===== src/logic/dftt_pkg.sv =====
// Package for the rear window heater toggle timer
package dftt_pkg;
	// Timing in own units
	localparam int unsigned CLK_HZ        = 20_000_000;
	localparam int unsigned LONG_MIN      = 10;
	localparam int unsigned SHORT_MIN     = 5;
	localparam int unsigned DEBOUNCE_MS   = 20;
	// Derived counts
	localparam int unsigned TICK_HZ       = 1000;
	localparam int unsigned TICK_DIV      = CLK_HZ / TICK_HZ;
	localparam int unsigned LONG_TICKS    = LONG_MIN * 60 * TICK_HZ;
	localparam int unsigned SHORT_TICKS   = SHORT_MIN * 60 * TICK_HZ;
	localparam int unsigned DEBOUNCE_TICKS = DEBOUNCE_MS * TICK_HZ / 1000;
	localparam int unsigned TMR_W         = 20;
	localparam int unsigned DB_W          = 8;

	// Heater state
	typedef enum logic [1:0] {
		DFTT_OFF,
		DFTT_LONG,
		DFTT_SHORT
	} dftt_state_e;

	// Debounced switch view
	typedef struct packed {
		logic level;
		logic press;
	} dftt_sw_s;
endpackage : dftt_pkg


===== src/logic/dftt_debounce.sv =====
// Switch debouncer producing one press pulse per stable grounding
`timescale 1ns/1ps
`default_nettype none
module dftt_debounce #(
	parameter int unsigned DB_TICKS = dftt_pkg::DEBOUNCE_TICKS
) (
	// Clock, reset and millisecond tick enable
	input  wire logic              clock,
	input  wire logic              reset,
	input  wire logic              tick,
	// Raw switch, active low
	input  wire logic              sw_sense_n,
	// Filtered view
	output dftt_pkg::dftt_sw_s     sw
);
	import dftt_pkg::*;

	// Refuse a quiet time the counter cannot hold
	if (DB_TICKS < 1 || DB_TICKS >= (1 << DB_W)) begin : g_bad_db
		$error("DB_TICKS out of range");
	end

	logic            stable_r, stable_nxt;
	logic            press_r, press_nxt;
	logic [DB_W-1:0] cnt_r, cnt_nxt;

	always_comb begin
		stable_nxt = stable_r;
		cnt_nxt    = cnt_r;
		press_nxt  = 1'b0;
		if (~sw_sense_n == stable_r) begin
			cnt_nxt = '0;
		end else if (tick) begin
			if (cnt_r == DB_W'(DB_TICKS - 1)) begin
				// Accept new level only after full quiet time
				stable_nxt = ~sw_sense_n;
				cnt_nxt    = '0;
				press_nxt  = ~sw_sense_n;
			end else begin
				cnt_nxt = cnt_r + DB_W'(1);
			end
		end
	end

	// Filter registers
	always_ff @(posedge clock) begin
		if (reset) begin
			stable_r <= 1'b0;
			press_r  <= 1'b0;
			cnt_r    <= '0;
		end else begin
			stable_r <= stable_nxt;
			press_r  <= press_nxt;
			cnt_r    <= cnt_nxt;
		end
	end

	assign sw.level = stable_r;
	assign sw.press = press_r;

	AST_PRESS_SINGLE: assert property (@(posedge clock) disable iff (reset)
		press_r |=> !press_r) else $error("press pulse longer than one cycle");
	AST_PRESS_LEVEL: assert property (@(posedge clock) disable iff (reset)
		press_r |-> stable_r) else $error("press without settled grounding");
	AST_LEVEL_TICK: assert property (@(posedge clock) disable iff (reset)
		!tick |=> $stable(stable_r)) else $error("filtered level moved between ticks");
endmodule : dftt_debounce
`default_nettype wire


===== src/logic/dftt_top.sv =====
// Rear window heater toggle timer top level
// Timing base is a millisecond enable, so intervals end within one tick of nominal.
// A manual switch-off does not spend the long interval; only a timeout does.
// Ignition Off wins over a press and over a timeout landing in the same cycle.
`timescale 1ns/1ps
`default_nettype none
module dftt_top #(
	parameter int unsigned TICK_DIV    = dftt_pkg::TICK_DIV,
	parameter int unsigned LONG_TICKS  = dftt_pkg::LONG_TICKS,
	parameter int unsigned SHORT_TICKS = dftt_pkg::SHORT_TICKS,
	parameter int unsigned DB_TICKS    = dftt_pkg::DEBOUNCE_TICKS
) (
	// Clock and reset
	input  wire logic clock,
	input  wire logic reset,
	// Vehicle inputs
	input  wire logic sw_sense_n,
	input  wire logic ignition_on,
	// Relay coil sink, active low
	output logic      relay_sink_n,
	// Status
	output logic      heater_on,
	output logic      long_used
);
	import dftt_pkg::*;

	// Width of the millisecond divider count
	localparam int unsigned DIV_W = 16;

	// Refuse a divider the count cannot reach
	if (TICK_DIV < 2 || TICK_DIV >= (1 << DIV_W)) begin : g_bad_div
		$error("TICK_DIV out of range");
	end
	// Short must not outlast long, and long must fit the timer
	if (SHORT_TICKS < 1 || SHORT_TICKS > LONG_TICKS ||
		LONG_TICKS >= (1 << TMR_W)) begin : g_bad_tmr
		$error("timeout counts out of range");
	end

	logic [DIV_W-1:0] div_r, div_nxt;
	logic             tick;
	dftt_state_e      state_r, state_nxt;
	logic [TMR_W-1:0] tmr_r, tmr_nxt;
	logic             used_r, used_nxt;
	logic             ign_r;
	logic             sink_n_r, sink_n_nxt;
	logic [TMR_W-1:0] on_ticks_r, on_ticks_nxt;
	dftt_sw_s         sw;

	// Interval loaded at switch-on; the long one only until it has expired once
	function automatic logic [TMR_W-1:0] interval_ticks(input logic long_spent);
		return long_spent ? TMR_W'(SHORT_TICKS) : TMR_W'(LONG_TICKS);
	endfunction : interval_ticks

	// Millisecond enable divider
	always_comb begin
		tick    = (div_r == DIV_W'(TICK_DIV - 1));
		div_nxt = tick ? '0 : div_r + DIV_W'(1);
	end

	always_ff @(posedge clock) begin
		if (reset)
			div_r <= '0;
		else
			div_r <= div_nxt;
	end

	// Debounced switch
	dftt_debounce #(
		.DB_TICKS (DB_TICKS)
	) u_debounce (
		.clock      (clock),
		.reset      (reset),
		.tick       (tick),
		.sw_sense_n (sw_sense_n),
		.sw         (sw)
	);

	// Heater state and timeout
	always_comb begin
		state_nxt = state_r;
		tmr_nxt   = tmr_r;
		used_nxt  = used_r;
		case (state_r)
			DFTT_OFF: begin
				if (ignition_on && sw.press) begin
					state_nxt = used_r ? DFTT_SHORT : DFTT_LONG;
					tmr_nxt   = interval_ticks(used_r);
				end
			end
			DFTT_LONG, DFTT_SHORT: begin
				if (sw.press) begin
					state_nxt = DFTT_OFF;
				end else if (tick) begin
					if (tmr_r == TMR_W'(1)) begin
						state_nxt = DFTT_OFF;
						used_nxt  = 1'b1;
					end else begin
						tmr_nxt = tmr_r - TMR_W'(1);
					end
				end
			end
			default: state_nxt = DFTT_OFF;
		endcase
		if (!ignition_on) begin
			state_nxt = DFTT_OFF;
			// Long interval returns on the next ignition cycle
			used_nxt  = 1'b0;
		end
		sink_n_nxt = (state_nxt == DFTT_OFF);
	end

	always_ff @(posedge clock) begin
		if (reset) begin
			state_r  <= DFTT_OFF;
			tmr_r    <= '0;
			used_r   <= 1'b0;
			ign_r    <= 1'b0;
			sink_n_r <= 1'b1;
		end else begin
			state_r  <= state_nxt;
			tmr_r    <= tmr_nxt;
			used_r   <= used_nxt;
			ign_r    <= ignition_on;
			sink_n_r <= sink_n_nxt;
		end
	end

	assign relay_sink_n = sink_n_r;
	assign heater_on    = (state_r != DFTT_OFF);
	assign long_used    = used_r;

	// Assertion helper: ticks spent on since switch-on, kept apart from the timer
	always_comb begin
		on_ticks_nxt = on_ticks_r;
		if (!heater_on) begin
			on_ticks_nxt = '0;
		end else if (tick) begin
			on_ticks_nxt = on_ticks_r + TMR_W'(1);
		end
	end

	always_ff @(posedge clock) begin
		if (reset)
			on_ticks_r <= '0;
		else
			on_ticks_r <= on_ticks_nxt;
	end

	// Assertions on the output and the switch
	// sink follows state
	AST_OUT_MATCH: assert property (@(posedge clock) disable iff (reset)
		relay_sink_n == !heater_on) else $error("sink not tied to state");
	AST_IGN_OFF: assert property (@(posedge clock) disable iff (reset)
		!ignition_on |=> relay_sink_n) else $error("heater on with ignition off");
	AST_IGN_GATE: assert property (@(posedge clock) disable iff (reset)
		(!heater_on && !ignition_on) |=> !heater_on) else $error("turned on without ignition");
	AST_TOGGLE_ON: assert property (@(posedge clock) disable iff (reset)
		(!heater_on && ignition_on && sw.press) |=> heater_on) else $error("press missed on");
	AST_TOGGLE_OFF: assert property (@(posedge clock) disable iff (reset)
		(heater_on && sw.press) |=> !heater_on) else $error("press missed off");
	AST_OFF_HOLD: assert property (@(posedge clock) disable iff (reset)
		(!heater_on && !sw.press) |=> !heater_on) else $error("turned on without press");

	// Assertions on the intervals
	// long first
	AST_LONG_FIRST: assert property (@(posedge clock) disable iff (reset)
		(!heater_on && ignition_on && sw.press && !used_r) |=>
		(state_r == DFTT_LONG && tmr_r == TMR_W'(LONG_TICKS))) else $error("first not long");
	AST_SHORT_LATER: assert property (@(posedge clock) disable iff (reset)
		(!heater_on && ignition_on && sw.press && used_r) |=>
		(state_r == DFTT_SHORT && tmr_r == TMR_W'(SHORT_TICKS))) else $error("later not short");
	AST_TIMEOUT: assert property (@(posedge clock) disable iff (reset)
		(heater_on && ignition_on && !sw.press && tick && tmr_r == TMR_W'(1)) |=>
		(!heater_on && used_r)) else $error("timeout not taken");
	AST_TMR_HOLD: assert property (@(posedge clock) disable iff (reset)
		(heater_on && ignition_on && !sw.press && !tick) |=> (heater_on && $stable(tmr_r)))
		else $error("timer moved between ticks");
	AST_TMR_LIVE: assert property (@(posedge clock) disable iff (reset)
		heater_on |-> (tmr_r != '0)) else $error("timer empty while on");
	AST_LONG_SPAN: assert property (@(posedge clock) disable iff (reset)
		(state_r == DFTT_LONG) |-> (tmr_r + on_ticks_r == TMR_W'(LONG_TICKS)))
		else $error("long interval miscounted");
	AST_SHORT_SPAN: assert property (@(posedge clock) disable iff (reset)
		(state_r == DFTT_SHORT) |-> (tmr_r + on_ticks_r == TMR_W'(SHORT_TICKS)))
		else $error("short interval miscounted");
	AST_USED_RISE: assert property (@(posedge clock) disable iff (reset)
		(!used_r && !(heater_on && tick && tmr_r == TMR_W'(1))) |=> !used_r)
		else $error("long interval spent without timeout");
	AST_USED_CLEAR: assert property (@(posedge clock) disable iff (reset)
		(ign_r && !ignition_on) |=> !used_r) else $error("long interval not restored");

	// Assertions on the time base
	// tick single cycle
	AST_TICK_PULSE: assert property (@(posedge clock) disable iff (reset)
		tick |=> !tick) else $error("tick longer than one cycle");
	AST_DIV_RANGE: assert property (@(posedge clock) disable iff (reset)
		div_r <= DIV_W'(TICK_DIV - 1)) else $error("divider past its end");
endmodule : dftt_top
`default_nettype wire


===== config.mk =====
export PLATFORM = sky130hd
export DESIGN_NAME = dftt_top
export DESIGN_NICKNAME = d
export VERILOG_FILES = /design/src/logic/dftt_pkg.sv /design/src/logic/dftt_debounce.sv /design/src/logic/dftt_top.sv
export SDC_FILE = /design/constraint.sdc
export NUM_CORES = 1
export LEC_CHECK = 0
export BUFFER_PORTS_ARGS = -buffer_cell sky130_fd_sc_hd__buf_4
export CAP_MARGIN = 30
export CORE_MARGIN = 1
export CORE_UTILIZATION = 42
export CTS_CLUSTER_SIZE = 25
export DETAILED_ROUTE_END_ITERATION = 8
export GPL_TIMING_DRIVEN = 0
export PLACE_DENSITY = 0.56
export RECOVER_POWER = 25
export SLEW_MARGIN = 0
export SYNTH_ARGS = -nofsm -noshare
export SYNTH_HDL_FRONTEND = slang
export SYNTH_HIERARCHICAL = 1
export SYNTH_SLANG_ARGS = --single-unit

===== constraint.sdc =====
create_clock -name clock -period 5.7 [get_ports clock]
set_clock_uncertainty 0.1 [all_clocks]
set_input_delay 0.285 -clock clock [delete_from_list [all_inputs] [get_ports clock]]
set_output_delay 0.285 -clock clock [all_outputs]
set_load 0.005 [all_outputs]

; Word-level counts from Yosys, hierarchy flattened
; Index checks and enable logic that the tools add are counted.
[word_totals]
word_cells = 54
output_inout_bits = 3
ff_bits = 50
in_bits = 4
[op_classes]
n_mux = 14
bitwise_logic = 6
addsub = 3
n_eq_ne = 10
reduce_logical = 13
[ops]
columns = operator, count
row1 = $mux 20, 5
row2 = $pmux 20 s2, 1
row3 = $eq 20x1->1 const B, 1
row4 = $sub 20x1->20 const B, 1
row5 = $add 16x1->16 const B, 1
row6 = $eq 16x15->1 const B, 1
row7 = $mux 2, 6
row8 = $add 8x1->8 const B, 1
row9 = $eq 8x5->1 const B, 1
row10 = $mux 8, 1
row11 = $ne 2x2->1 const B, 4
row12 = $reduce_or 2->1, 4
row13 = $not 1->1, 6
row14 = $reduce_and 5->1, 1
row15 = $logic_not 2->1, 2
row16 = $pmux 2 s2, 1
row17 = $reduce_and 4->1, 1
row18 = $reduce_bool 2->1, 2
row19 = $reduce_or 4->1, 1
row20 = $reduce_and 3->1, 1
row21 = $eq 2x1->1 const B, 1
row22 = $eq 2x2->1 const B, 1
row23 = $eq 1x1->1, 1
row24 = $logic_and 1x1->1, 1

; Longest topological paths before layout
[depth]
word_depth = 7
mapped_depth = 9
ltp_nobuf = 7

; By module
; Netlist, hierarchy kept.
[by_module_without_submodules]
columns = module, seq_area_each_um2, area_each_um2, cells_each, instances
row1 = dftt_top, 800.8, 2177.1, 266, 1
row2 = dftt_debounce, 200.2, 469.2, 46, 1

; Worst setup path after synthesis
; OpenSTA, ideal clock, no wires.
[synth_timing]
path_kind = register -> register
start = reg state_r[0]
end = reg tmr_r[8]
setup_time_ps = 103
arrival_time_ps = 2008
setup_slack_ps = 3489
period_less_slack_ps = 2211
path_stages_with_launch = 8
path_cell_list = dfxtp_1 > inv_1 > ha_1 > buf_2 > nor3_1 > clkbuf_1 > nor2_1 > a2111oi_2
[synth_via]
elab_chain_cells = 4
elab_cells_between_ends = 11
[synth_lines]
columns = element, line_no
row1 = "start, declared", dftt_top.sv:42  ; dftt_state_e state_r, state_nxt;
row2 = "start signal, assigned", dftt_top.sv:121  ; state_r <= state_nxt;
row3 = $eq 2x1->1 or $eq 2x2->1 (tied branches), dftt_top.sv:84  ; case (state_r)
row4 = $reduce_or 2->1, dftt_top.sv:84
row5 = $ne 2x2->1 (no line) or $reduce_bool 2->1 (tied branches), --
row6 = $reduce_and 5->1 (no line), --
row7 = "end signal, assigned", dftt_top.sv:122  ; tmr_r <= tmr_nxt;
row8 = "end, declared", dftt_top.sv:43  ; logic [TMR_W-1:0] tmr_r, tmr_nxt;
; Parallel ways exist; a longest one is shown, timed or not.
; A chain may end at the register's enable or synchronous reset.

; Worst setup path in the final report
[layout_timing]
start = reg state_r[0]
end = reg tmr_r[12]
; The elaborated chain is that of the path after synthesis.

==> results.yml <==
setup_path:
  critPathCaptureType: "flop"
  worst_setup_path_start_kind: "flop"
  critPathMaxFanout: 10
  arrival_ns: 3.09
  cp.required_ns: 5.82
  critical_path_class: "reg -> reg"
detailed_routing:
  wl_per_cell_um: 15.1
  drt_iter0_drc: 165
  wl_met2_um: 2620
  routed.top_layer: "met4"
  vias_per_cell: 5.83
  met3_wirelength_um: 274
  route.vias.total: 2333
  antenna_left: 0
  dr.pass1.iters: 5
  m1WireLength_um: 3040
  drt-total-wl_um: 6030
  drc: 0
placement:
  port_buffers: 6
  dp_cells: 392
  dp_hpwl_um: 4260
  gp_congestion: 0.839
  placed_area_sq_um: 2780
floorplanning:
  boundaryPins: 7
  coreArea_sq_um: 5990
  die_w_um: 81.3
  die_area_sq_um: 6600
  die_h_um: 81.3
  start_util: 0.440
  rows: 28
clock_tree:
  cts_buffers: 5
  htree_levels: 2
  clk_latency_ns: 0.31
  cts.sinks: 50
  postCtsSetupBuffers: 0
  hold_buffers: 0
  cts_resized: 0
  cts_tree: "done"
  clk_pin_slew_worst_paths_ns: 0.10
  clockBufferDepth: 2
  clockRootBuffer: "clkbuf_8"
power:
  p_per_area_nw_per_um2: 221
  p_leak_uw: 0.00107
  ir_drop_uv: 147
sta:
  fin_crit_sh: 0.521
  slew-limit-headroom: 0.361
  rsz0062_at_grt: "no"
  finalSetupViolCount: 0
  fmax_ghz: 0.337
  hold_viol_final: 0
  setup_tns_ns: 0
  period_minus_slack_ns: 2.97
  worstMarginPinSlew_ns: 0.951
  finalMaxSlewViolations: 0
synthesis:
  synth_area_sq_um: 2640
  syn-num-nets: 321
  synth_warnings: 6
  synthesis.instances: 311
  syn_area_per_cell_sq_um: 8.48
run_status:
  outcome: "finished, final reports clean"
grt:
  grt_pass1_wl_um: 9910
  grt_max_degree: 17
  grt.overflow.total: 0
  grt_usage: 0.198
  grt_pass1_vias: 2069
  antenna_found_initial: 0
cells_and_area:
  areaGrowthSynthToFinish_pct: 9.72
  stdcell_count: 400
  nets: 334
  design_area_sq_um: 2900
  antenna_cells: 0
  drive_gt1_frac: 0.0923
hold_path:
  hold_class: "in -> reg"
job:
  cap_violations: 0
## layout make-up
cell class	instances	area, sq um
Tap cell	75	93.8
Clock inverter	2	38.8
Buffer	14	66.3
Timing Repair Buffer	6	41.3
Clock buffer	6	82.6
Multi-Input combinational cell	236	1530
Fill cell	581	3100
Inverter	11	41.3
Sequential cell	50	1000
## metrics by stage
stage	worst slack, ns	hold slack, ns	power (uW)	util
2_1_floorplan	3.49	0.257	371	-
3_3_place_gp	2.81	0.361	379	0.464
3_5_place_dp	2.80	0.364	378	0.464
4_1_cts	2.76	0.0360	650	0.484
5_1_grt	2.49	0.0409	662	0.483
6_report	2.73	0.0481	640	0.483
## path summary, 6_finish.rpt
| path | cells past startpoint | startpoint | to | slack, ns |
|---|---|---|---|---|
| max | 7 | state_r[0] | tmr_r[12] | 2.73 |
| min | 2 | sw_sense_n | u_debounce/press_r | 0.05 |
| max reg2reg | 7 | state_r[0] | tmr_r[12] | 2.73 |
| min reg2reg | 1 | u_debounce/stable_r | u_debounce/press_r | 0.39 |
## power by group
part | switching, uW | total [uW] | internal [uW]
registers | 2.16 | 353 | 351
logic | 11.5 | 17.4 | 5.92
clock network | 125 | 270 | 145
total | 139 | 640 | 501
## cell usage in the layout (no fill, tap or decap), types with 7 or more instances in the layout
cell and instances:
nor3_1 9, o21ai_0 9, or3_1 13, inv_1 11
clkbuf_1 10, xor2_1 13, o31ai_1 7, nor2_1 37
nand2_1 24, a21oi_1 8, nand3_1 20, and3_1 8
dfxtp_1 50
## sequential cells by signal, summed over array words and instances (netlist names)
| signal | cells |
|---|---|
| long_used | 1 |
| u_debounce/press_r | 1 |
| u_debounce/cnt_r | 8 |
| state_r | 2 |
| div_r | 16 |
| tmr_r | 20 |
| u_debounce/stable_r | 1 |
| relay_sink_n | 1 |
## routing by layer
| layer | vias to the layer above | GRT usage |
|---|---|---|
| li1 | 1187 | - |
| met1 | 1078 | 0.274 |
| met2 | 60 | 0.304 |
| met3 | 8 | 0.0337 |
| met4 | 0 | 0.0786 |
| met5 | - | 0 |
## critical path: stages (launching register included)
cell	delay [ns]
dfxtp_1	0.35
inv_1	0.07
ha_1	0.32
buf_2	0.19
nor3_1	0.78
clkbuf_1	0.46
nor2_1	0.27
o32ai_1	0.34
Power figures use the tool's default switching activity.
